==> config.mk <==
export PLATFORM = sky130hd
export DESIGN_NAME = syc_divider_c
export DESIGN_NICKNAME = d
export VERILOG_FILES = /design/src/verilog/syc_pkg.sv /design/src/verilog/syc_divider_c.sv
export SDC_FILE = /design/constraint.sdc
export NUM_CORES = 1
export LEC_CHECK = 0
export ABC_AREA = 1
export BUFFER_PORTS_ARGS = -buffer_cell sky130_fd_sc_hd__buf_2
export CAP_MARGIN = 20
export CORE_MARGIN = 4
export CORE_UTILIZATION = 40
export CTS_CLUSTER_DIAMETER = 200
export DETAILED_ROUTE_END_ITERATION = 7
export PLACE_DENSITY_LB_ADDON = 0.2
export RECOVER_POWER = 50
export SLEW_MARGIN = 20
export SYNTH_ARGS = -nofsm -noshare
export SYNTH_HDL_FRONTEND = slang
export SYNTH_SLANG_ARGS = --single-unit
==> constraint.sdc <==
create_clock -name clk_i -period 12.51 [get_ports clk_i]
set_clock_uncertainty 0.05 [all_clocks]
set_input_delay 0.6255 -clock clk_i [delete_from_list [all_inputs] [get_ports clk_i]]
set_output_delay 0.6255 -clock clk_i [all_outputs]
set_load 0.02 [all_outputs]
==> src/verilog/syc_pkg.sv <==
package syc_pkg;
  // configuration word layout
  localparam int CFG_W = 24;
  localparam logic [23:0] CFG_RESET = 24'h000040;
  localparam logic [7:0] CFG_ADDR_HI = 8'h86;
  localparam logic [7:0] CFG_ADDR_MID = 8'h87;
  localparam logic [7:0] CFG_ADDR_LO = 8'h88;
  localparam int HI_LSB = 16;
  localparam int MID_LSB = 8;
  localparam int LO_LSB = 0;
  localparam int MODE_LSB = 20;
  localparam int TYPE_BIT = 19;
  localparam int POL_BIT = 18;
  localparam int SRC_LSB = 16;
  localparam int RATE_LSB = 0;
  localparam logic [3:0] MODE_SPECIAL = 4'hF;
  // source select codes
  localparam logic [1:0] SRC_A = 2'h0;
  localparam logic [1:0] SRC_B = 2'h1;
  localparam logic [1:0] SRC_LF = 2'h2;
  localparam logic [1:0] SRC_D = 2'h3;
  // smallest usable counts
  localparam logic [23:0] DIV_MIN = 24'h000002;
  localparam logic [15:0] LF_MIN = 16'h0002;
  localparam logic [15:0] RATE_MIN = 16'h0001;
  localparam int NUM_SIB = 3;
  localparam logic [7:0] BYTE_ZERO = 8'h00;
endpackage
==> src/verilog/syc_divider_c.sv <==
// Functional notes
// - in special mode with a non-low-frequency source, bits 15:0 count selected-clock periods between frame pulses.
// - in special mode with source 10, the output is a low-frequency clock of the tick rate over bits 15:0.
// - outside special mode the whole 24-bit word divides the synthesizer clock.
// - odd divisors near top output frequency may give duty down to about 33 percent.
// - duty stays within 45 to 55 percent for even divisors and odd divisors of 41 or more.
// - source select 00 picks clock A, 01 clock B, 10 the low-frequency clock, 11 clock D.
// - with bits 15:0 of 2 or more, each frame pulse is exactly one period of the selected sibling clock wide.
// - the four-bit mode field chooses frame pulse or low-frequency clock when all ones, else regular clock.
// - in frame mode polarity bit 0 gives a positive pulse and 1 a negative pulse.
// - in frame mode type 0 puts the frame boundary at the pulse centre, type 1 at its first edge.
`timescale 1ns/1ps
module syc_divider_c
  import syc_pkg::*;
(
  // clock and reset
  input wire logic clk_i,
  input wire logic rst_i,
  // register port
  input wire logic wr_en_i,
  input wire logic [7:0] addr_i,
  input wire logic [7:0] wdata_i,
  output logic [7:0] rdata_o,
  // sibling post-divider clocks and low-frequency tick
  input wire logic clk_a_i,
  input wire logic clk_b_i,
  input wire logic clk_d_i,
  input wire logic lf_tick_i,
  // outputs
  output logic out_o,
  output logic frame_bound_o,
  output logic [23:0] divider_c_value_o
);

  function automatic logic is_special(input logic [23:0] c);
    is_special = (c[MODE_LSB +: 4] == MODE_SPECIAL);
  endfunction

  function automatic logic is_lf(input logic [23:0] c);
    is_lf = is_special(c) && (c[SRC_LSB +: 2] == SRC_LF);
  endfunction

  logic [23:0] stage_q, stage_d, cfg_q, cfg_d;
  logic [7:0] rdata_q, rdata_d;
  logic [NUM_SIB-1:0] sib_pin, s1_q, s2_q, s3_q, sib_q, sib_d, sib_rise, sib_fall;
  logic [23:0] div_cnt_q, div_cnt_d, dv, dv_half;
  logic div_out_q, div_out_d;
  logic [15:0] lf_cnt_q, lf_cnt_d, lv;
  logic lf_out_q, lf_out_d;
  logic [15:0] fp_cnt_q, fp_cnt_d, rv;
  logic fp_act_q, fp_act_d, bnd_q, bnd_d, out_q, out_d;
  logic sel_rise, sel_fall, cfg_chg;

  assign sib_pin = {clk_d_i, clk_b_i, clk_a_i};

  // three-stage synchronisers on the sibling clock pins
  genvar g;
  generate
    for (g = 0; g < NUM_SIB; g++)
    begin : g_sync
      always_ff @(posedge clk_i or posedge rst_i)
      begin
        if (rst_i)
        begin
          s1_q[g] <= 1'b0;
          s2_q[g] <= 1'b0;
          s3_q[g] <= 1'b0;
          sib_q[g] <= 1'b0;
        end
        else
        begin
          s1_q[g] <= sib_pin[g];
          s2_q[g] <= s1_q[g];
          s3_q[g] <= s2_q[g];
          sib_q[g] <= sib_d[g];
        end
      end
      // a level change counts only once the second and third stages agree
      assign sib_d[g] = (s2_q[g] == s3_q[g]) ? s3_q[g] : sib_q[g];
      assign sib_rise[g] = sib_d[g] & ~sib_q[g];
      assign sib_fall[g] = ~sib_d[g] & sib_q[g];
    end
  endgenerate

  // source select decode
  always_comb
  begin
    sel_rise = 1'b0;
    sel_fall = 1'b0;
    case (is_special(cfg_q) ? cfg_q[SRC_LSB +: 2] : SRC_LF)
      SRC_A:
      begin
        sel_rise = sib_rise[0];
        sel_fall = sib_fall[0];
      end
      SRC_B:
      begin
        sel_rise = sib_rise[1];
        sel_fall = sib_fall[1];
      end
      SRC_D:
      begin
        sel_rise = sib_rise[2];
        sel_fall = sib_fall[2];
      end
      default:
      begin
        sel_rise = 1'b0;
        sel_fall = 1'b0;
      end
    endcase
  end

  // register access: bytes stage, low byte commits the whole word
  always_comb
  begin
    stage_d = stage_q;
    cfg_d = cfg_q;
    rdata_d = BYTE_ZERO;
    if (wr_en_i)
    begin
      case (addr_i)
        CFG_ADDR_HI: stage_d[HI_LSB +: 8] = wdata_i;
        CFG_ADDR_MID: stage_d[MID_LSB +: 8] = wdata_i;
        CFG_ADDR_LO:
        begin
          stage_d[LO_LSB +: 8] = wdata_i;
          cfg_d = {stage_q[CFG_W-1:MID_LSB], wdata_i};
        end
        default: stage_d = stage_q;
      endcase
    end
    case (addr_i)
      CFG_ADDR_HI: rdata_d = stage_q[HI_LSB +: 8];
      CFG_ADDR_MID: rdata_d = stage_q[MID_LSB +: 8];
      CFG_ADDR_LO: rdata_d = stage_q[LO_LSB +: 8];
      default: rdata_d = BYTE_ZERO;
    endcase
  end

  assign cfg_chg = (cfg_d != cfg_q);

  // counters and output selection
  always_comb
  begin
    dv = (cfg_q < DIV_MIN) ? DIV_MIN : cfg_q;
    dv_half = dv >> 1;
    lv = (cfg_q[RATE_LSB +: 16] < LF_MIN) ? LF_MIN : cfg_q[RATE_LSB +: 16];
    rv = (cfg_q[RATE_LSB +: 16] < RATE_MIN) ? RATE_MIN : cfg_q[RATE_LSB +: 16];
    div_cnt_d = (div_cnt_q >= dv - 24'h000001) ? 24'h000000 : div_cnt_q + 24'h000001;
    div_out_d = (div_cnt_d < dv_half);
    lf_cnt_d = lf_cnt_q;
    if (lf_tick_i)
    begin
      lf_cnt_d = (lf_cnt_q >= lv - 16'h0001) ? 16'h0000 : lf_cnt_q + 16'h0001;
    end
    lf_out_d = (lf_cnt_d < (lv >> 1));
    fp_cnt_d = fp_cnt_q;
    fp_act_d = fp_act_q;
    bnd_d = 1'b0;
    if (sel_rise)
    begin
      if (fp_cnt_q >= rv - 16'h0001)
      begin
        fp_cnt_d = 16'h0000;
        fp_act_d = 1'b1;
        bnd_d = cfg_q[TYPE_BIT];
      end
      else
      begin
        fp_cnt_d = fp_cnt_q + 16'h0001;
        fp_act_d = 1'b0;
      end
    end
    else if (sel_fall && fp_act_q && !cfg_q[TYPE_BIT])
    begin
      bnd_d = 1'b1;
    end
    if (cfg_chg)
    begin
      div_cnt_d = 24'h000000;
      div_out_d = 1'b1;
      lf_cnt_d = 16'h0000;
      lf_out_d = 1'b1;
      fp_cnt_d = 16'h0000;
      fp_act_d = 1'b0;
      bnd_d = 1'b0;
    end
    if (!is_special(cfg_d))
    begin
      out_d = div_out_d;
    end
    else if (is_lf(cfg_d))
    begin
      out_d = lf_out_d;
    end
    else
    begin
      out_d = fp_act_d ^ cfg_d[POL_BIT];
    end
  end

  always_ff @(posedge clk_i or posedge rst_i)
  begin
    if (rst_i)
    begin
      stage_q <= CFG_RESET;
      cfg_q <= CFG_RESET;
      rdata_q <= BYTE_ZERO;
      div_cnt_q <= 24'h000000;
      div_out_q <= 1'b1;
      lf_cnt_q <= 16'h0000;
      lf_out_q <= 1'b1;
      fp_cnt_q <= 16'h0000;
      fp_act_q <= 1'b0;
      bnd_q <= 1'b0;
      out_q <= 1'b1;
    end
    else
    begin
      stage_q <= stage_d;
      cfg_q <= cfg_d;
      rdata_q <= rdata_d;
      div_cnt_q <= div_cnt_d;
      div_out_q <= div_out_d;
      lf_cnt_q <= lf_cnt_d;
      lf_out_q <= lf_out_d;
      fp_cnt_q <= fp_cnt_d;
      fp_act_q <= fp_act_d;
      bnd_q <= bnd_d;
      out_q <= out_d;
    end
  end

  assign rdata_o = rdata_q;
  assign out_o = out_q;
  assign frame_bound_o = bnd_q;
  assign divider_c_value_o = cfg_q;
endmodule

# Yosys cells after proc, flatten, opt, wreduce, memory -nomap -nowiden
# Index checks and enable logic that the tools add are counted.
# op_classes
n_reduce_logical	9
addsub	6
eq_ne	12
order_cmp	8
n_mux	31
n_bitwise	13
# ops
cell	count
$mux 16	8
$mux 24	5
$add 16x1->16 const B	2
$ge 16x16->1	2
$sub 16x1->16 const B	2
$add 24x1->24 const B	1
$eq 8x8->1 const B	3
$ge 24x24->1	1
$lt 24x2->1 const B	1
$lt 24x23->1	1
$ne 24x24->1	1
$pmux 8 s3	1
$sub 24x1->24 const B	1
$lt 16x1->1 const B	1
$lt 16x15->1	1
$lt 16x2->1 const B	1
$mux 1	14
$eq 4x4->1 const B	2
$and 1x1->1	6
$not 1->1	6
$pmux 1 s3	2
$reduce_and 2->1	3
$eq 2x2->1 const B	2
$eq 1x1->1	3
7 further kinds	9
# totals
regBits	127
in_bits	23
output_inout_bits	34

# Logic depth before layout (Yosys ltp)
# Gate-level depths: netlist of the first run.
# logic_depth
depth_word	10
ltp_mapped	39
mapped_depth_nobuf	38

# Worst setup path after synthesis of the first run
# OpenSTA, ideal clock, no wires.
# synth_path
path_type	register -> register
startpoint	register cfg_q[12], in the netlist divider_c_value_o[12]
endpoint	register out_q, in the netlist out_o
t_required_ns	12.400
stages_incl_launch_ff	35
period_less_slack_ns	4.966
t_arrival_ns	4.856
slack_ns	7.544
n_path_buf	2
path_cell_list	dfrtp_1 > buf_2 > nor2_1 > nand4_1 > nor2_1 > nand4_1 > nand2_1 > ha_1 > nand2_1 > nor4_1 > nand3_1 > xor2_1 > inv_1 > ha_1 > nand2_1 > nor2_1 > nand4_1 > nor2_1 > nand2_1 > and2_1 > nand2_1 > clkbuf_1 > nor2_1 > ha_1 > nand2_1 > inv_1 > o21ai_0 > a21oi_1 > a2111oi_0 > nor2_1 > nor2_1 > nand2_1 > nand2_1 > nand2_1 > nand2_1
# synth_via
elab_chain_len	10
elab_cells_between_ends	28
classes_between	add/sub: 3; order compare: 8; eq/ne: 1; mux: 15; bitwise: 1
# synth_rtl
element	line_no	rtl
from (decl)	syc_divider_c.sv:43	logic [23:0] stage_q, stage_d, cfg_q, cfg_d;
from (signal assigned)	syc_divider_c.sv:222	cfg_q <= cfg_d;
branches (longest 9 deep; another with $lt 24x2->1)	n/a	
$mux 1 *	syc_divider_c.sv:189	if (!is_special(cfg_d))
named net out_d	syc_divider_c.sv:51	logic fp_act_q, fp_act_d, bnd_q, bnd_d, out_q, out_d;
to (signal assigned)	syc_divider_c.sv:231	out_q <= out_d;
to (decl)	syc_divider_c.sv:51	
# Mark *: on every way through the listed nets, which the timed path passes.
# A chain may end at the register's enable or synchronous reset.

# Worst setup path after layout of the first run
# layout_path
startpoint	register cfg_q[7], in the netlist divider_c_value_o[7]
endpoint	register out_q, in the netlist out_o
# The elaborated chain is that of the path after synthesis.

==> results of run 1 <==
## routing by layer
layer	track usage, %	wire [um]
met1	30.69	14020
met2	34.85	13820
met3	4.666	1939
met4	6.241	811
met5	0	0
## flip-flops by register name, indices dropped and copies added (netlist names)
name,count
div_cnt_q,24
divider_c_value_o,24
stage_q,24
fp_cnt_q,16
lf_cnt_q,16
rdata_o,8
s1_q,3
s2_q,3
s3_q,3
sib_q,3
fp_act_q,1
frame_bound_o,1
out_o,1
## worst max path at each step
stage / to / depth (start not counted) / slack (ps) / startpoint
after floorplan: out_o / 34 / 7540 / divider_c_value_o[12]
after global placement: out_o / 35 / 6170 / divider_c_value_o[7]
after detailed placement: out_o / 35 / 5960 / divider_c_value_o[7]
after CTS: out_o / 35 / 5830 / divider_c_value_o[7]
after global routing: out_o / 34 / 5070 / divider_c_value_o[12]
final: out_o / 35 / 5790 / divider_c_value_o[7]
## cell families (layout without fill, tap and decap cells)
group | count (synthesis) | in the layout | synth area share [%]
xor+xnor | 60 | 60 | 5.252
buf+inv | 259 | 314 | 10.49
compound gates | 157 | 157 | 9.166
flops | 127 | 127 | 31.80
simple gates | 684 | 684 | 30.74
fa+ha+maj | 101 | 101 | 12.55
## worst max-delay path: cells and delay by family (launching register included)
| family | cells | cell delay, ps |
|---|---|---|
| simple gates | 24 | 3940 |
| buf+inv | 4 | 710 |
| compound gates | 3 | 550 |
| xor+xnor | 1 | 170 |
| fa+ha+maj | 3 | 790 |
| flops | 1 | 440 |
## synth_stat cells, drive strengths merged (4+ instances only)
| library cell | n |
|---|---|
| nand3 | 116 |
| dfrtp | 124 |
| nand4 | 33 |
| ha | 98 |
| xnor2 | 9 |
| clkinv | 6 |
| xor2 | 51 |
| o21ai | 77 |
| a21o | 4 |
| a21oi | 46 |
| nand2 | 291 |
| inv | 219 |
| nor4 | 17 |
| nor2 | 165 |
| buf | 25 |
| clkbuf | 9 |
| nor3 | 58 |
| o221ai | 10 |
## stage by stage
step	setup slack (ps)	util, %
floorplan	7544	-
detailed placement	5956	42.93
CTS	5832	45.51
finish	5792	45.29
global placement	6168	42.93
global route	5073	45.29
## layout make-up
cell class | instances | share of cell area (%)
multi-input cells | 1002 | 51.91
inverters | 225 | 7.658
well taps | 324 | 3.659
clock inverters | 15 | 1.864
clock buffers | 17 | 3.840
flip-flops and latches | 127 | 28.72
repair buffers | 57 | 2.349
## power by group through the flow
stage          clock, W  sequential [W]  combinational [W]
2_1_floorplan         0        0.000475           0.000153
3_3_place_gp          0        0.000482           0.000211
3_5_place_dp          0        0.000483           0.000215
4_1_cts        0.000532        0.000475           0.000216
5_1_grt        0.000553        0.000481           0.000246
6_report       0.000524        0.000476           0.000212
==> impl_metrics.env, run 1 <==
export IMPL_status="complete, but fails checks"
export IMPL_violations="max-capacitance violations, max-slew violations"
export IMPL_hold_worst_slack_ps=233.9
export IMPL_cts_sinks=127
export IMPL_fp_row_count=57
export IMPL_htreeDepth=4
export IMPL_placed_cells=1735
export IMPL_multi_input_area_mm2=0.005751
export IMPL_pin_count=57
export IMPL_drt_vias_per_instance=5.290
export IMPL_synth_area_leader_cell="dfrtp_1"
export IMPL_fin_area_mm2=0.01108
export IMPL_clk_latency_ps=440
export IMPL_hold_viol_final=0
export IMPL_p_seq_share_pct=39.3
export IMPL_clock_fmax_mhz=148.9
export IMPL_pwr_share_clk_pct=43.3
export IMPL_min_from="clk_a_i"
export IMPL_fillers=2561
export IMPL_path_clk_slew_ps=70
export IMPL_regArea_mm2=0.003182
export IMPL_drive_gt1_share_pct=7.692
export IMPL_routed_wl_mm=30.59
export IMPL_finalCriticalPeriod_ps=6718
export IMPL_design_core_area_mm2=0.02446
export IMPL_nets=1551
export IMPL_drtAntennaViolNets=0
export IMPL_dp_hpwl_mm=24.06
export IMPL_cp_common_cell="nand2_1"
export IMPL_gp_congestion=0.9320
export IMPL_place_area_mm2=0.01050
export IMPL_required_ps=12840
export IMPL_fp_dieH_um=166.2
export IMPL_ys_ff_latch=127
export IMPL_drt_iter0_drc=893
export IMPL_mostFrequentLayoutCells="nand2_1, inv_1, nor2_1"
export IMPL_dieArea_mm2=0.02761
export IMPL_synth_top_area_share_pct=31.01
export IMPL_internal_power_w=0.0007859
export IMPL_instances_no_fill=1767
export IMPL_cts_resized=0
export IMPL_slew_limit_headroom_pct=-144.4
export IMPL_remaining_drc_errors=0
export IMPL_fp_dieW_um=166.2
export IMPL_period_share_pct=53.70
export IMPL_cts_inserted_buffers=17
export IMPL_crit_path_max_incr_delay_ps=670
export IMPL_setup_viol=0
export IMPL_cts_tree="built"
export IMPL_synthTopCellsByArea="dfrtp_1, ha_1, nand2_1"
export IMPL_mostFrequentLayoutCell="nand2_1"
export IMPL_worstMarginPinSlew_ps=3666
export IMPL_diodes=0
export IMPL_cts_max_path_buffers=2
export IMPL_ir_worst_vdd_uv=81.86
export IMPL_overflow=0
export IMPL_routedWlPerCell_um=17.31
export IMPL_p_switching_w=0.0004259
export IMPL_reg2regPathDepth=35
export IMPL_cts_post_setup_buffers_inserted=0
export IMPL_p_leak_nw=5.840
export IMPL_yosysWarnings=0
export IMPL_vias=9348
export IMPL_syn_area_per_cell_um2=7.209
export IMPL_hold_path_end="s1_q[0]"
export IMPL_grt_pass1_vias=8775
export IMPL_grt_usage_pct=22.07
export IMPL_ys_dominant_reg_cell="dfrtp_1"
export IMPL_dr_pass1_iters=7
export IMPL_rsz0062_at_grt="false"
export IMPL_synth_edf_count=0
export IMPL_crit_fanout=27
export IMPL_async_flop_share_pct=100.0
export IMPL_clockRootBuffer="clkbuf_16"
export IMPL_drv_slew=130
export IMPL_crit_path_top_delay_cell="nand2_1"
export IMPL_portBuffers=56
export IMPL_synth_cell_types=52
export IMPL_hold_depth=1
export IMPL_syn_nets=1509
export IMPL_syn_area_mm2=0.01001
export IMPL_synthToLayoutAreaGrowth_pct=10.72
export IMPL_antenna_found_initial=0
export IMPL_crit_reg2reg_launch="divider_c_value_o[7]"
export IMPL_r2r_setup_slack_ps=5790
export IMPL_hold_path_class="input port to flop"
export IMPL_worstReg2RegEnd="out_o"
export IMPL_netSwitchingFraction_pct=35.15
export IMPL_criticalPathCategory="flop to flop"
export IMPL_grt_pass1_wl_mm=48.24
export IMPL_p_total_w=0.001212
export IMPL_critical_path_arrival_ps=7050
export IMPL_start_util_pct=40.90
export IMPL_timing_max_cap_violations=2
export IMPL_fin_tns_setup_ps=0
export IMPL_synthCells=1388
export IMPL_combPwrFrac_pct=17.5
export IMPL_power_density_mw_per_mm2=109.4
export IMPL_ys_seq_area_share_pct=31.80
export IMPL_cp_start_kind="flop"
export IMPL_grt_max_degree=87
export IMPL_endpoint_kind="flop"
export IMPL_postCtsHoldBufs=0
No activity file was read; power rests on OpenSTA's default activity.
==> run 2: changes to the inputs <==
- clock period: 12.51 -> 5.4 ns (I/O delays scaled with it)
==> run 2 against run 1 <==
  * The flow still finishes with violations (max-capacitance violations, max-slew violations)
  * Wire length is 2.7% higher
  * Non-clock buffer count rose by 38
  * Sequential power is 130% higher
  * Clock power increased by 130%
  * Combinational power is 150% higher
  * Critical endpoint unchanged
  * Clock-buffer cell count stayed put
  * Highest routed layer unchanged
  * Largest cell class unchanged
  * Worst setup slack worse by 5400 ps
  * Utilization is 1.2 points higher
==> impl_metrics.env, run 2 (synthesis results as in run 1) <==
export IMPL_vias=9452
export IMPL_grt_max_degree=87
export IMPL_grt_usage_pct=22.43
export IMPL_design_core_area_mm2=0.02446
export IMPL_critical_path_arrival_ps=5340
export IMPL_cts_inserted_buffers=17
export IMPL_power_density_mw_per_mm2=249.6
export IMPL_crit_fanout=6
export IMPL_grt_pass1_vias=8808
export IMPL_finalCriticalPeriod_ps=5020
export IMPL_clockRootBuffer="clkbuf_16"
export IMPL_overflow=0
export IMPL_violations="max-capacitance violations, max-slew violations"
export IMPL_htreeDepth=4
export IMPL_hold_path_class="input port to flop"
export IMPL_place_area_mm2=0.01074
export IMPL_mostFrequentLayoutCell="nand2_1"
export IMPL_drt_iter0_drc=805
export IMPL_diodes=0
export IMPL_dp_hpwl_mm=23.90
export IMPL_routedWlPerCell_um=17.40
export IMPL_cp_start_kind="flop"
export IMPL_pin_count=57
export IMPL_fp_dieW_um=166.2
export IMPL_setup_viol=0
export IMPL_slew_limit_headroom_pct=-83.21
export IMPL_portBuffers=56
export IMPL_cp_common_cell="nor2_1"
export IMPL_hold_viol_final=0
export IMPL_p_total_w=0.002836
export IMPL_fillers=2499
export IMPL_timing_max_cap_violations=1
export IMPL_required_ps=5720
export IMPL_routed_wl_mm=31.42
export IMPL_drt_vias_per_instance=5.234
export IMPL_synthToLayoutAreaGrowth_pct=13.55
export IMPL_fin_area_mm2=0.01136
export IMPL_dr_pass1_iters=6
export IMPL_mostFrequentLayoutCells="nand2_1, inv_1, nor2_1"
export IMPL_drv_slew=62
export IMPL_path_clk_slew_ps=70
export IMPL_fp_dieH_um=166.2
export IMPL_status="complete, but fails checks"
export IMPL_endpoint_kind="flop"
export IMPL_cts_max_path_buffers=2
export IMPL_clk_latency_ps=430
export IMPL_period_share_pct=92.96
export IMPL_p_leak_nw=5.989
export IMPL_criticalPathCategory="flop to flop"
export IMPL_crit_path_max_incr_delay_ps=540
export IMPL_worstMarginPinSlew_ps=2733
export IMPL_remaining_drc_errors=0
export IMPL_gp_congestion=0.9090
export IMPL_fp_row_count=57
export IMPL_antenna_found_initial=0
export IMPL_clock_fmax_mhz=199.2
export IMPL_nets=1590
export IMPL_ir_worst_vdd_uv=164.3
export IMPL_start_util_pct=40.90
export IMPL_cts_sinks=127
export IMPL_grt_pass1_wl_mm=49.36
export IMPL_drive_gt1_share_pct=9.177
export IMPL_dieArea_mm2=0.02761
export IMPL_crit_path_top_delay_cell="dfstp_2"
export IMPL_cts_tree="built"
export IMPL_drtAntennaViolNets=0
run 2: worst max-delay path: cells and delay by family, from the launching register on:
family          cells  cell delay (ps)
buf+inv             2              260
compound gates      8             1100
simple gates       18             2420
fa+ha+maj           2              600
flops               1              540
run 2: area by class of cell:
type	count	area [um2]	share of cell area, %
Timing Repair Buffer	95	511.7	4.504
Sequential cell	127	3182	28.00
Clock buffer	17	425.4	3.744
Multi-Input combinational cell	1002	5792	50.97
Clock inverter	15	188.9	1.663
Inverter	225	852.1	7.499
Timing Repair inverter	1	5.005	0.04405
Tap cell	324	405.4	3.568
run 2: what timing repair did:
action                     CTS  global route
gates resized for setup      0            15
hold endpoints to repair    61             0
setup endpoints to repair    0             1
buffers inserted             0             2
hold buffers                 4             0
run 2: path summary, 6_finish.rpt:
kind | slack, ps | cells after the start | from | endpoint
worst max-delay path | 380 | 30 | divider_c_value_o[6] | out_o
worst min-delay path | 60 | 3 | wdata_i[3] | stage_q[11]
worst max register to register | 380 | 30 | divider_c_value_o[6] | out_o
worst min register to register | 300 | 0 | s1_q[1] | s2_q[1]
max in group asynchronous | 2330 | 4 | rst_i | div_cnt_q[4]
min in group asynchronous | 1100 | 3 | rst_i | stage_q[2]
run 2: stage by stage:
step	utilization, %	std cells	setup TNS, ps	worst slack [ps]	hold slack [ps]
6_report	46.45	1806	0	380.2	57.99
5_1_grt	46.45	1806	-82.47	-82.47	75.66
4_1_cts	46.59	1803	0	234.4	50.22
3_5_place_dp	43.91	1767	0	259.1	286.3
3_3_place_gp	43.91	1767	0	377.7	283.5
2_1_floorplan	-	1388	0	433.6	251.4
run 2: layer usage:
layer | wire length, um | part of all wire, % | GRT usage (%) | up-vias
li1 | - | - | - | 4703
met1 | 14530 | 46 | 31.95 | 4393
met2 | 14200 | 45 | 35.23 | 324
met3 | 2199 | 7.0 | 4.689 | 32
met4 | 493 | 1.6 | 5.022 | 0
met5 | 0 | 0 | 0 | -
run 2: where the power goes:
group	internal, W	switching, W
Combinational	0.000177	0.000352
Clock	0.000669	0.000549
Sequential	0.00102	0.0000687
